[src/common/gpio_consts.vh]
/*
  Register offsets, field positions and reset values of the
  twelve pin general purpose port.
  Assumes byte addressing on a 32-bit register bus.
*/
`ifndef GPIO_CONSTS_VH
`define GPIO_CONSTS_VH

// Byte offsets of the two registers
`define CFG_OFS 12'h1E0
`define DD_OFS 12'h1E4

// Configuration register fields
`define DRV_LSB 0
`define POL8_BIT 12
`define POL9_BIT 13
`define EVOE_LSB 14

// Data and direction register fields
`define VAL_LSB 0
`define DIR_LSB 16

// Pins that can carry clock compare events
`define EVT_PIN_A 8
`define EVT_PIN_B 9

// Reset values
`define DRV_RST 12'h000
`define POL_RST 1'b1
`define EVOE_RST 2'h0
`define DIR_RST 12'h000
`define VAL_RST 12'h000

// Bus response codes
`define RESP_OKAY 2'h0
`define RESP_SLVERR 2'h2

`endif

[src/hw/gpio_pin_driver.v]
/*
  Per-pin output driver: turns direction, level and driver type
  into a pin value and output enable.
  Assumes the caller registers the results before they reach pins.
*/
`timescale 1ns/100ps

module gpio_pin_driver #(
  parameter NPIN = 12
) (
  // Effective direction, 1 = output
  input wire [NPIN-1:0] dir,
  // Level the pin should show
  input wire [NPIN-1:0] level,
  // Driver type, 0 = open drain, 1 = push-pull
  input wire [NPIN-1:0] push_pull,
  // Pin drive
  output reg [NPIN-1:0] drv_out,
  output reg [NPIN-1:0] drv_oe
);

  integer i;

  // Per pin drive selection
  always @* begin
    drv_out = {NPIN{1'b0}};
    drv_oe = {NPIN{1'b0}};
    for (i = 0; i < NPIN; i = i + 1) begin
      if (push_pull[i]) begin
        // Push-pull drives either level
        drv_out[i] = level[i];
        drv_oe[i] = dir[i];
      end else begin
        // Open drain pulls low or releases
        drv_out[i] = 1'b0;
        drv_oe[i] = dir[i] & ~level[i];
      end
    end
  end

endmodule // gpio_pin_driver

[src/hw/twelve_pin_gpio_port.v]
/*
  Twelve pin general purpose port with AXI4-Lite register access,
  per pin direction, value and driver type, and clock compare
  event output on pins 8 and 9.
  Assumes pin inputs are asynchronous and the event inputs come
  from logic on aclk. The pad combines out and oe into a wire.
*/
// The implementer's own choice: the AXI4-Lite slave port.
`timescale 1ns/100ps
`include "gpio_consts.vh"

module twelve_pin_gpio_port #(
  parameter NPIN = 12,
  parameter AW = 12
) (
  // Clock and reset
  input wire aclk,
  input wire aresetn,
  // Write address channel
  input wire [AW-1:0] awaddr,
  input wire [2:0] awprot,
  input wire awvalid,
  output reg awready,
  // Write data channel
  input wire [31:0] wdata,
  input wire [3:0] wstrb,
  input wire wvalid,
  output reg wready,
  // Write response channel
  output reg [1:0] bresp,
  output reg bvalid,
  input wire bready,
  // Read address channel
  input wire [AW-1:0] araddr,
  input wire [2:0] arprot,
  input wire arvalid,
  output reg arready,
  // Read data channel
  output reg [31:0] rdata,
  output reg [1:0] rresp,
  output reg rvalid,
  input wire rready,
  // Clock compare events, active high
  input wire event_pin8,
  input wire event_pin9,
  // Pins
  input wire [NPIN-1:0] pin_in,
  output reg [NPIN-1:0] pin_out,
  output reg [NPIN-1:0] pin_oe
);

  // Configuration fields
  reg [NPIN-1:0] pin_driver_type_ff; // 1 = push-pull
  reg event_out_polarity_pin8_ff; // Pin 8 event polarity
  reg event_out_polarity_pin9_ff; // Pin 9 event polarity
  reg [1:0] event_oe_ff; // Event output enables, pins 9:8

  // Data and direction fields
  reg [NPIN-1:0] pin_direction_bits_ff; // 1 = output
  reg [NPIN-1:0] pin_value_ff; // Last written values

  // Pin input synchroniser
  reg [NPIN-1:0] pin_sync1_ff; // First stage, read by second only
  reg [NPIN-1:0] pin_sync2_ff; // Stable sampled level

  // Write channel bookkeeping
  reg [AW-1:0] aw_addr_ff; // Captured write address
  reg aw_got_ff; // Write address held
  reg [31:0] w_data_ff; // Captured write data
  reg [3:0] w_strb_ff; // Captured byte enables
  reg w_got_ff; // Write data held

  // Derived pin control
  reg [NPIN-1:0] pin_direction; // Effective direction
  reg [NPIN-1:0] eff_level; // Level each pin should show
  wire [NPIN-1:0] nxt_pin_out; // Driver value
  wire [NPIN-1:0] nxt_pin_oe; // Driver enable
  wire evt_level8; // Pin 8 event level
  wire evt_level9; // Pin 9 event level

  // Register images and their write merges
  reg [31:0] cfg_img; // Configuration image, reserved bits zero
  reg [31:0] dd_img; // Data and direction image, stored values
  reg [31:0] cfg_merged; // Configuration image after held write
  reg [31:0] dd_merged; // Data and direction image after held write

  // Merge a write into a word under byte enables
  function [31:0] merge_strb;
    input [31:0] old_w;
    input [31:0] new_w;
    input [3:0] strb;
    integer b;
    begin
      merge_strb = old_w;
      for (b = 0; b < 4; b = b + 1) begin
        if (strb[b]) begin
          merge_strb[b*8 +: 8] = new_w[b*8 +: 8];
        end
      end
    end
  endfunction

  // Address decode, bit 0 = configuration, bit 1 = data/direction
  function [1:0] reg_sel;
    input [AW-1:0] addr;
    begin
      reg_sel = 2'h0;
      if ({addr[AW-1:2], 2'h0} == `CFG_OFS) begin
        reg_sel = 2'h1;
      end else if ({addr[AW-1:2], 2'h0} == `DD_OFS) begin
        reg_sel = 2'h2;
      end
    end
  endfunction

  // Register images and write merges, built from the fields directly
  // so that the process sees every field it reads
  always @* begin
    cfg_img = 32'h0000_0000;
    cfg_img[`DRV_LSB +: NPIN] = pin_driver_type_ff;
    cfg_img[`POL8_BIT] = event_out_polarity_pin8_ff;
    cfg_img[`POL9_BIT] = event_out_polarity_pin9_ff;
    cfg_img[`EVOE_LSB +: 2] = event_oe_ff;
    dd_img = 32'h0000_0000;
    dd_img[`DIR_LSB +: NPIN] = pin_direction_bits_ff;
    dd_img[`VAL_LSB +: NPIN] = pin_value_ff;
    cfg_merged = merge_strb(cfg_img, w_data_ff, w_strb_ff);
    dd_merged = merge_strb(dd_img, w_data_ff, w_strb_ff);
  end

  // Data and direction image with stored direction and the given values
  function [31:0] dd_word;
    input [NPIN-1:0] val;
    begin
      dd_word = 32'h0000_0000;
      dd_word[`DIR_LSB +: NPIN] = pin_direction_bits_ff;
      dd_word[`VAL_LSB +: NPIN] = val;
    end
  endfunction

  // Event level: polarity 0 inverts, polarity 1 passes
  assign evt_level8 = event_out_polarity_pin8_ff ? event_pin8 : ~event_pin8;
  assign evt_level9 = event_out_polarity_pin9_ff ? event_pin9 : ~event_pin9;

  // Effective direction and level per pin
  always @* begin
    pin_direction = pin_direction_bits_ff;
    eff_level = pin_value_ff;
    if (event_oe_ff[0]) begin
      // Event enable overrides direction on pin 8
      pin_direction[`EVT_PIN_A] = 1'b1;
      eff_level[`EVT_PIN_A] = evt_level8;
    end
    if (event_oe_ff[1]) begin
      // Event enable overrides direction on pin 9
      pin_direction[`EVT_PIN_B] = 1'b1;
      eff_level[`EVT_PIN_B] = evt_level9;
    end
  end

  // Driver type applies to event pins too
  gpio_pin_driver #(
    .NPIN(NPIN)
  ) u_drv (
    .dir(pin_direction),
    .level(eff_level),
    .push_pull(pin_driver_type_ff),
    .drv_out(nxt_pin_out),
    .drv_oe(nxt_pin_oe)
  );

  // Register pin drive
  always @(posedge aclk) begin
    if (!aresetn) begin
      pin_out <= {NPIN{1'b0}};
      pin_oe <= {NPIN{1'b0}};
    end else begin
      pin_out <= nxt_pin_out;
      pin_oe <= nxt_pin_oe;
    end
  end

  // Two stage input synchroniser
  always @(posedge aclk) begin
    if (!aresetn) begin
      pin_sync1_ff <= {NPIN{1'b0}};
      pin_sync2_ff <= {NPIN{1'b0}};
    end else begin
      pin_sync1_ff <= pin_in;
      pin_sync2_ff <= pin_sync1_ff;
    end
  end

  // Write path and register storage
  always @(posedge aclk) begin
    if (!aresetn) begin
      awready <= 1'b1;
      wready <= 1'b1;
      bvalid <= 1'b0;
      bresp <= `RESP_OKAY;
      aw_addr_ff <= {AW{1'b0}};
      aw_got_ff <= 1'b0;
      w_data_ff <= 32'h0000_0000;
      w_strb_ff <= 4'h0;
      w_got_ff <= 1'b0;
      pin_driver_type_ff <= `DRV_RST;
      event_out_polarity_pin8_ff <= `POL_RST;
      event_out_polarity_pin9_ff <= `POL_RST;
      event_oe_ff <= `EVOE_RST;
      pin_direction_bits_ff <= `DIR_RST;
      pin_value_ff <= `VAL_RST;
    end else begin
      // Take write address
      if (awvalid && awready) begin
        aw_addr_ff <= awaddr;
        aw_got_ff <= 1'b1;
        awready <= 1'b0;
      end
      // Take write data
      if (wvalid && wready) begin
        w_data_ff <= wdata;
        w_strb_ff <= wstrb;
        w_got_ff <= 1'b1;
        wready <= 1'b0;
      end
      // Both halves held: perform the write
      if (aw_got_ff && w_got_ff && !bvalid) begin
        aw_got_ff <= 1'b0;
        w_got_ff <= 1'b0;
        bvalid <= 1'b1;
        bresp <= `RESP_OKAY;
        case (reg_sel(aw_addr_ff))
          2'h1: begin
            // Configuration register, reserved bits dropped
            pin_driver_type_ff <= cfg_merged[`DRV_LSB +: NPIN];
            event_out_polarity_pin8_ff <= cfg_merged[`POL8_BIT];
            event_out_polarity_pin9_ff <= cfg_merged[`POL9_BIT];
            event_oe_ff <= cfg_merged[`EVOE_LSB +: 2];
          end
          2'h2: begin
            // Data and direction, values always stored
            pin_direction_bits_ff <= dd_merged[`DIR_LSB +: NPIN];
            pin_value_ff <= dd_merged[`VAL_LSB +: NPIN];
          end
          default: begin
            // Unmapped address
            bresp <= `RESP_SLVERR;
          end
        endcase
      end
      // Response taken, reopen both channels
      if (bvalid && bready) begin
        bvalid <= 1'b0;
        awready <= 1'b1;
        wready <= 1'b1;
      end
    end
  end

  // Read path
  always @(posedge aclk) begin
    if (!aresetn) begin
      arready <= 1'b1;
      rvalid <= 1'b0;
      rdata <= 32'h0000_0000;
      rresp <= `RESP_OKAY;
    end else begin
      if (arvalid && arready) begin
        // Capture read data at the address handshake
        arready <= 1'b0;
        rvalid <= 1'b1;
        rresp <= `RESP_OKAY;
        case (reg_sel(araddr))
          2'h1: begin
            rdata <= cfg_img;
          end
          2'h2: begin
            // Outputs return stored value, inputs live level
            rdata <= dd_word((pin_value_ff & pin_direction)
              | (pin_sync2_ff & ~pin_direction));
          end
          default: begin
            // Unmapped address reads zero with error
            rdata <= 32'h0000_0000;
            rresp <= `RESP_SLVERR;
          end
        endcase
      end
      // Data taken, accept next address
      if (rvalid && rready) begin
        rvalid <= 1'b0;
        arready <= 1'b1;
      end
    end
  end

endmodule // twelve_pin_gpio_port

[config.mk]
export PLATFORM = sky130hd
export DESIGN_NAME = twelve_pin_gpio_port
export DESIGN_NICKNAME = d
export VERILOG_FILES = /design/src/hw/gpio_pin_driver.v /design/src/hw/twelve_pin_gpio_port.v
export VERILOG_INCLUDE_DIRS = /design/src /design/src/common
export SDC_FILE = /design/constraint.sdc
export NUM_CORES = 1
export LEC_CHECK = 0
export BUFFER_PORTS_ARGS = -buffer_cell sky130_fd_sc_hd__buf_2
export CORE_MARGIN = 5
export CORE_UTILIZATION = 52
export DETAILED_ROUTE_END_ITERATION = 6
export PLACE_DENSITY = 0.8
export SYNTH_ARGS = -nofsm -noshare
export SYNTH_HDL_FRONTEND = slang
export SYNTH_SLANG_ARGS = --single-unit
[constraint.sdc]
create_clock -name aclk -period 1.66 [get_ports aclk]
set_input_delay 0.083 -clock aclk [delete_from_list [all_inputs] [get_ports aclk]]
set_output_delay 0.083 -clock aclk [all_outputs]
set_load 0.02 [all_outputs]
# --- Word-level counts from Yosys, hierarchy flattened ---
# Cells that the tools add are included.
totals:
  regBits: 175
  inputBits: 87
  output_inout_bits: 65
  elab_cells: 136
op_classes:
  eq_ne: 8
  mux: 29
  n_bitwise: 31
  reduce_logical: 31
op_table:
  columns: ["cell", "n"]
  rows:
  - ["$pmux W28 S2", 1]
  - ["$eq A10 B7 Y1 const B", 4]
  - ["$and A12 B12 Y12", 2]
  - ["$reduce_and A2 Y1", 12]
  - ["$mux W2", 10]
  - ["$mux W1", 18]
  - ["$reduce_and A3 Y1", 6]
  - ["$not A1 Y1", 15]
  - ["$and A1 B1 Y1", 12]
  - ["$not A12 Y12", 1]
  - ["$or A12 B12 Y12", 1]
  - ["$reduce_or A2 Y1", 5]
  - ["$logic_and A1 B1 Y1", 7]
  - ["$eq A2 B1 Y1 const B", 2]
  - ["$eq A2 B2 Y1 const B", 2]
  - ["$logic_not A1 Y1", 1]

# --- Depth between registers and ports, before layout ---
# Gate-level depths: netlist of run 1.
logic_depth:
  word_depth: 8
  ltp_mapped: 5
  depth_no_buf: 3

# --- Modules after synthesis ---
# A second synthesis of run 1 with hierarchy kept.
hier_totals:
  cells_unflattened: 687
  hier_area_um2: 6381.1
modules_own_cells:
  columns: ["mod", "instances", "cells_per_inst", "area_per_inst_um2"]
  rows:
  - ["twelve_pin_gpio_port", 1, 651, 6155.9]
  - ["gpio_pin_driver", 1, 36, 225.2]

# --- Least setup slack after synthesis of run 1 ---
# OpenSTA, ideal clock, no wires.
synth_timing:
  kind: "reg2reg"
  start: "reg aw_addr_ff[3]"
  end: "reg pin_direction_bits_ff[10]"
  setup_ns: 0.072
  arrival_time_ns: 1.334
  setup_slack_ns: 0.254
  stages_incl_launch_ff: 5
  synth_period_minus_slack_ns: 1.406
  path_cell_list: "dfxtp_1 > nor4b_4 > and4_2 > clkbuf_2 > mux2i_1"
synth_between:
  elab_chain_len: 7
  elab_cells_between_ends: 8
  cone_classes: "eq/ne: 3; mux: 4; reduce/logical: 1"
synth_lines:
  columns: ["item", "line_no", "source"]
  rows:
  - ["from (decl)", "twelve_pin_gpio_port.v:67", "reg [AW-1:0] aw_addr_ff;"]
  - ["from (signal assigned)", "twelve_pin_gpio_port.v:201", "aw_addr_ff <= {AW{1'b0}};"]
  - ["from (signal assigned)", "twelve_pin_gpio_port.v:215", "aw_addr_ff <= awaddr;"]
  - ["$eq A10 B7 Y1 (no line)", null, null]
  - ["$mux W2", "twelve_pin_gpio_port.v:110", "end else if ({addr[AW-1:2], 2'h0} == `DD_OFS) begin"]
  - ["$mux W2 (*)", "twelve_pin_gpio_port.v:108", "if ({addr[AW-1:2], 2'h0} == `CFG_OFS) begin"]
  - ["$mux W2 (*)", "twelve_pin_gpio_port.v:227", "if (aw_got_ff && w_got_ff && !bvalid) begin"]
  - ["$mux W2 (*)", "twelve_pin_gpio_port.v:196", "if (!aresetn) begin"]
  - ["$eq A2 B2 Y1 (*)", "twelve_pin_gpio_port.v:232", "case (reg_sel(aw_addr_ff))"]
  - ["$reduce_and A3 Y1 (no line) (*)", null, null]
  - ["to (signal assigned)", "twelve_pin_gpio_port.v:210", "pin_direction_bits_ff <= `DIR_RST;"]
  - ["to (signal assigned)", "twelve_pin_gpio_port.v:242", "pin_direction_bits_ff <= dd_merged[`DIR_LSB +: NPIN];"]
  - ["to (decl)", "twelve_pin_gpio_port.v:59", "reg [NPIN-1:0] pin_direction_bits_ff;"]
# Every way passes the cells marked *; elsewhere a longest branch is shown, timed or not. The select of a mux whose other input is x is not followed.
# A chain may end at the register's enable or synchronous reset.

# --- Worst setup path after layout of run 1 ---
layout_timing:
  start: "reg aw_addr_ff[3]"
  end: "reg pin_value_ff[0]"
layout_between:
  elab_chain_len: 7
  elab_cells_between_ends: 8
  cone_classes: "eq/ne: 3; mux: 4; reduce/logical: 1"
layout_lines:
  columns: ["item", "line_no", "source"]
  rows:
  - ["$eq A10 B7 Y1 (no line)", null, null]
  - ["$mux W2", "twelve_pin_gpio_port.v:110", null]
  - ["$mux W2 (*)", "twelve_pin_gpio_port.v:108", null]
  - ["$mux W2 (*)", "twelve_pin_gpio_port.v:227", null]
  - ["$mux W2 (*)", "twelve_pin_gpio_port.v:196", null]
  - ["$eq A2 B2 Y1 (*)", "twelve_pin_gpio_port.v:232", null]
  - ["$reduce_and A3 Y1 (no line) (*)", null, null]
  - ["to (signal assigned)", "twelve_pin_gpio_port.v:211", "pin_value_ff <= `VAL_RST;"]
  - ["to (signal assigned)", "twelve_pin_gpio_port.v:243", "pin_value_ff <= dd_merged[`VAL_LSB +: NPIN];"]
  - ["to (decl)", "twelve_pin_gpio_port.v:60", "reg [NPIN-1:0] pin_value_ff;"]
# Marks and branches as above.

==> results.cfg, run 1 <==
[status]
status = complete, but fails checks
violations = negative setup slack

[sta]
rsz0062_at_grt = yes
setup_violations = 13
layout_min_cycle_time_ns = 1.68
worstMarginPinSlew_ns = 0.506
period_share = 1.01
max_freq_mhz = 597
skew_ns = 0.00883
tns_ns = -0.0992
drv_slew = 0
hold_violations = 0
maxSlewHeadroom = 0.661
setup_ws_ns = -0.0164

[power_and_ir_drop]
power_mw = 8.65
power_density_nw_per_um2 = 1080
ir_worst_vdd_mv = 1.14
power_leakage_nw = 3.60

[clock_network]
numCtsBuffers = 17
cts.sinks = 167
clkTransAtPathRegs_ns = 0.06
htreeDepth = 4
cts_buffer_depth = 2
cts_root_buf = clkbuf_16
clk_latency_ns = 0.42
cts_tree = built

[place]
dpl.cell_count = 903
hpwl_um = 10100
port_buffers = 131
place_congestion = 0.836
dpl-instance-area_um2 = 6770

[synthesis]
synth_area_leader_cell = dfxtp_1
synth_top_cell_area_share = 0.554
synthArstFlopShare = 0
yosysWarnings = 0
ys_ff_latch = 167
synth_flop_cell = dfxtp_1
synth_edf_count = 0
synth.most_common_cell = nand2_1
avgSynthCellArea_um2 = 9.18
netlist_instances = 657
yosysSeqAreaShare = 0.554
synth.distinct_cells = 37
synth_commonest_cells = nand2_1, dfxtp_1, a21oi_1, mux2i_1, o21ai_0
syn_area_um2 = 6030
yosys-top-cells-area = dfxtp_1, nand2_1, mux2i_1

[final_layout]
multi_input_area_um2 = 2460
n_fill_cell = 848
post-route-cell-area_um2 = 8010
fin_cells = 998
synthToLayoutAreaGrowth_pct = 32.8
layout.area.seq_um2 = 3340
final_nets = 930
drive_gt1_frac = 0.218
post-route-util = 0.704
n_antenna_cell = 0

[die]
die_h_um = 118
initial_utilization = 0.530
core-area_um2 = 11400
die_x_um = 118
fp-row-count = 39
die_area_um2 = 13800
io_pins = 152

[grt]
grt_max_degree = 91
grt_pass1_vias = 5122
grt-ovfl-total = 0
antenna_found_initial = 0
grt_pass1_wl_um = 25200
track_usage = 0.221

[critical_path]
cp_max_fo = 8
setup.worst_path.class = flop to flop
r2r-start = aw_addr_ff[3]
crit_slowest_cell = nor4b_4
crit_path_end_kind = flop
cp.arrival_ns = 2.01
cp.required_ns = 2.00
cp-start-kind = flop
setup.worst_path.start = aw_addr_ff[3]
slowest_delay_ns = 0.52
path_cells = nor4b_4 -> nand4_2 -> mux2i_1

[route]
drt_pass1_iterations = 5
wl_per_cell_um = 15.2
routed_wl_um = 15200
viasPerCell = 5.11
postRouteAntennaNets = 0
drc = 0
drtIter0Drc = 392
dr_total_vias = 5097

[hold_path]
min_path_type = input port to flop
min-delay-start = event_pin8

[job]
drv_cap = 0
cells by family (layout without fill, tap and decap cells):
family / after synthesis / after routing / share of synthesized area
xor gates and xnor gates: 2 / 2 / 0.00291
AOI/OAI and AO/OA: 97 / 97 / 0.0876
other: 1 / 6 / 0.000622
DFF: 167 / 167 / 0.554
and+or+nand+nor: 269 / 269 / 0.207
buffers and inverters: 59 / 252 / 0.0421
muxes: 62 / 62 / 0.105
per-layer routing:
metal | vias up | global-route usage | wire length [um]
li1 | 2529 | - | -
met1 | 2385 | 0.276 | 6560
met2 | 168 | 0.374 | 7450
met3 | 15 | 0.0548 | 1010
met4 | 0 | 0.0746 | 167
met5 | - | 0 | 0
placed cells by master (no fill, tap or decap), types with 3 or more instances in the layout:
master	netlist	layout
nor2_1	14	14
nand2_1	190	190
buf_2	1	131
nand4_2	4	4
and3_1	11	11
and2_1	27	27
a21oi_1	56	56
mux2i_1	52	52
nor4bb_1	4	4
bufinv_16	0	3
o21ai_0	31	31
clkbuf_16	0	17
nand2b_1	8	8
dfxtp_1	167	167
inv_1	17	17
conb_1	1	6
dlygate4sd3_1	0	63
buf_4	6	8
mux2_2	10	10
clkbuf_1	30	5
critical path, delay by kind of cell (launching register included):
family / cells / cell delay, ns
muxes: 1 / 0.28
and+or+nand+nor: 2 / 0.98
DFF: 1 / 0.33
layout make-up:
class / instances / share of cell area
Inverter: 18 / 0.00844
Sequential cell: 167 / 0.418
Clock inverter: 7 / 0.0150
Multi-Input combinational cell: 436 / 0.307
Tap cell: 143 / 0.0224
Timing Repair Buffer: 203 / 0.171
Clock buffer: 24 / 0.0589
flip-flops by register name, indices dropped and copies added (netlist names), 2 cells and up:
register / cells
pin_sync2_ff: 12
pin_oe: 12
pin_out: 12
event_oe_ff: 2
pin_driver_type_ff: 12
pin_sync1_ff: 12
pin_value_ff: 12
rdata: 28
merge_strb.new_w: 28
pin_direction_bits_ff: 12
merge_strb.strb: 4
aw_addr_ff: 10
repair_timing:
item,4_1_cts,5_1_grt
hold endpoints to repair,60,0
buffers inserted,0,1
setup endpoints to repair,5,40
hold buffers,63,0
resized for setup,0,1
stage by stage:
stage	hold slack (ns)	setup WS (ns)
final	0.0436	-0.0164
after global routing	0.0474	-0.119
after CTS	0.0373	-0.0145
after detailed placement	0.295	0.0154
after global placement	0.289	0.0721
after floorplan	0.183	0.254
report_power, final:
part | internal [mW] | switching (mW)
clock | 2.44 | 1.46
combinational | 0.282 | 0.299
sequential | 4.11 | 0.0592
worst paths after layout:
kind	depth (start not counted)	slack, ns	to
worst max-delay path	3	-0.02	pin_value_ff[0]
worst min-delay path	3	0.04	pin_oe[8]
worst max register to register	3	-0.02	pin_value_ff[0]
worst min register to register	1	0.43	pin_sync2_ff[7]
Power figures use the tool's default switching activity.
==> inputs of run 2 (changes only) <==
--- a/config.mk
+++ b/config.mk
@@ -8,9 +8,10 @@
 export LEC_CHECK = 0
 export BUFFER_PORTS_ARGS = -buffer_cell sky130_fd_sc_hd__buf_2
 export CORE_MARGIN = 5
-export CORE_UTILIZATION = 52
+export CORE_UTILIZATION = 53
 export DETAILED_ROUTE_END_ITERATION = 6
-export PLACE_DENSITY = 0.8
+export PLACE_DENSITY = 0.81
 export SYNTH_ARGS = -nofsm -noshare
 export SYNTH_HDL_FRONTEND = slang
+export SYNTH_HIERARCHICAL = 1
 export SYNTH_SLANG_ARGS = --single-unit
==> run 2 against run 1 <==
  * The run now ends clean
  * Clock power is 3% higher
  * First-iteration DRC count shrank 29%
  * Setup slack better by 0.039 ns
  * Fmax rose by 2.4%
  * Routed wire length grew 7.7%
  * Critical path depth unchanged
  * Core utilization up 1.2 points
  * Global-route usage rose by 0.80 points
  * Critical endpoint is now pin_driver_type_ff[3]
==> results.cfg, run 2 <==
[sta]
maxSlewHeadroom = 0.500
setup_ws_ns = 0.0231
skew_ns = 0.00789
period_share = 0.986
layout_min_cycle_time_ns = 1.64
worstMarginPinSlew_ns = 0.750
tns_ns = 0
max_freq_mhz = 611
hold_violations = 0
setup_violations = 0
drv_slew = 0

[place]
place_congestion = 0.827
hpwl_um = 10600
dpl.cell_count = 947
port_buffers = 131
post-place-ws_ns = -0.0921

[critical_path]
setup.worst_path.start = aw_addr_ff[4]
cp_max_fo = 8
r2r-end = pin_driver_type_ff[3]
reg2regPathDepth = 3
cp.required_ns = 1.96
crit_path_end_kind = flop
r2r-start = aw_addr_ff[4]
reg2reg_slack_ns = 0.02
crit_end = pin_driver_type_ff[3]
cp.arrival_ns = 1.93
setup.worst_path.class = flop to flop
cp-start-kind = flop

[synthesis]
ys_ff_latch = 167
synth.most_common_cell = nand2_1
synth_flop_cell = dfxtp_1
yosysSeqAreaShare = 0.524
yosysWarnings = 6
synth.distinct_cells = 41
synth_commonest_cells = nand2_1, dfxtp_1, a21oi_1, mux2i_1, and2_1
avgSynthCellArea_um2 = 9.29
syn_area_um2 = 6380
synth_area_leader_cell = dfxtp_1
netlist_instances = 687
synth_top_cell_area_share = 0.524
yosys-top-cells-area = dfxtp_1, nand2_1, mux2i_1
synth_edf_count = 0
synthArstFlopShare = 0

[clock_network]
cts_root_buf = clkbuf_16
cts_tree = built
cts_buffer_depth = 2
htreeDepth = 4
clk_latency_ns = 0.42
cts.sinks = 167
numCtsBuffers = 17
clkTransAtPathRegs_ns = 0.06

[status]
status = finished clean

[final_layout]
mostFrequentLayoutCells = nand2_1, dfxtp_1, buf_2, dlygate4sd3_1, a21oi_1
synthToLayoutAreaGrowth_pct = 33.7
final_nets = 973
n_antenna_cell = 0
fin_cells = 1045
drive_gt1_frac = 0.262
final_common_cell = nand2_1

[die]
die_x_um = 120
initial_utilization = 0.536
die_area_um2 = 14300
core-area_um2 = 11900
io_pins = 152
fp-row-count = 40
die_h_um = 120

[power_and_ir_drop]
power_density_nw_per_um2 = 1040
ir_worst_vdd_mv = 0.591
power_mw = 8.85
power_leakage_nw = 3.62

[route]
drt_pass1_iterations = 5
viasPerCell = 5.25
drtIter0Drc = 280
postRouteAntennaNets = 0
wl_per_cell_um = 15.7
drc = 0
routed_wl_um = 16400
dr_total_vias = 5484

[hold_path]
hold_depth = 4
min_path_type = input port to flop

[grt]
grt_max_degree = 85
grt_pass1_vias = 5672
antenna_found_initial = 0
track_usage = 0.229
grt_pass1_wl_um = 26300
grt-ovfl-total = 0

[job]
drv_cap = 0
-- run 2: kinds of logic (layout without fill, tap and decap cells) --
logic type      count (synthesis)  count (layout)  synth area share
simple gates                  294             294             0.232
flops                         167             167             0.524
compound gates                105             105             0.106
buf+inv                        64             270            0.0492
mux                            54              54            0.0853
xor+xnor                        2               2           0.00275
other cells                     1               6          0.000588
-- run 2: cell type report --
class / instances / area, um^2
fill: 859 / 3380
sequential: 167 / 3350
inverter: 19 / 71.3
clock inverter: 10 / 145
multi-input combinational: 461 / 2780
tap: 147 / 184
timing repair buffer: 220 / 1540
clock buffer: 21 / 470
-- run 2: where the power goes --
| group | total [mW] | internal, mW | switching [mW] |
|---|---|---|---|
| clock network | 4.03 | 2.49 | 1.54 |
| logic | 0.642 | 0.301 | 0.341 |
| registers | 4.17 | 4.11 | 0.0594 |
| total | 8.85 | 6.90 | 1.95 |
-- run 2: timing repair --
item | in CTS | in global routing
buffers inserted | 2 | 4
hold buffers | 61 | 0
setup endpoints to repair | 12 | 16
hold endpoints to repair | 59 | 0
pin swaps | 2 | 2
gates resized for setup | 1 | 2
-- run 2: worst max-delay path: stages, from the launching register on --
cell	delay, ns
dfxtp_1	0.31
or3_4	0.41
or4_4	0.63
mux2i_1	0.17
-- run 2: stage by stage --
step | hold WS, ns | area (um^2) | util
after detailed placement | 0.294 | 7250 | 0.609
after global placement | 0.289 | 7250 | 0.609
after global routing | 0.0222 | 8530 | 0.716
after CTS | 0.0228 | 8500 | 0.713
after floorplan | 0.183 | 6430 | -
final | 0.0345 | 8530 | 0.716
-- run 2: per-layer routing --
metal / up-vias / global-route usage / share of wire
met1: 2581 / 0.239 / 0.38
met3: 49 / 0.0603 / 0.049
met2: 199 / 0.428 / 0.54
met5: - / 0 / 0
met4: 0 / 0.103 / 0.033
li1: 2655 / - / -
-- run 2: worst min path at each step --
stage                    start  slack [ns]               end
CTS                  araddr[2]        0.02         rdata[27]
global placement    pin_in[11]        0.29  pin_sync1_ff[11]
finish               araddr[2]        0.03         rdata[27]
detailed placement  pin_in[11]        0.29  pin_sync1_ff[11]
global route           arvalid        0.02          rresp[1]
floorplan              awvalid        0.18           awready
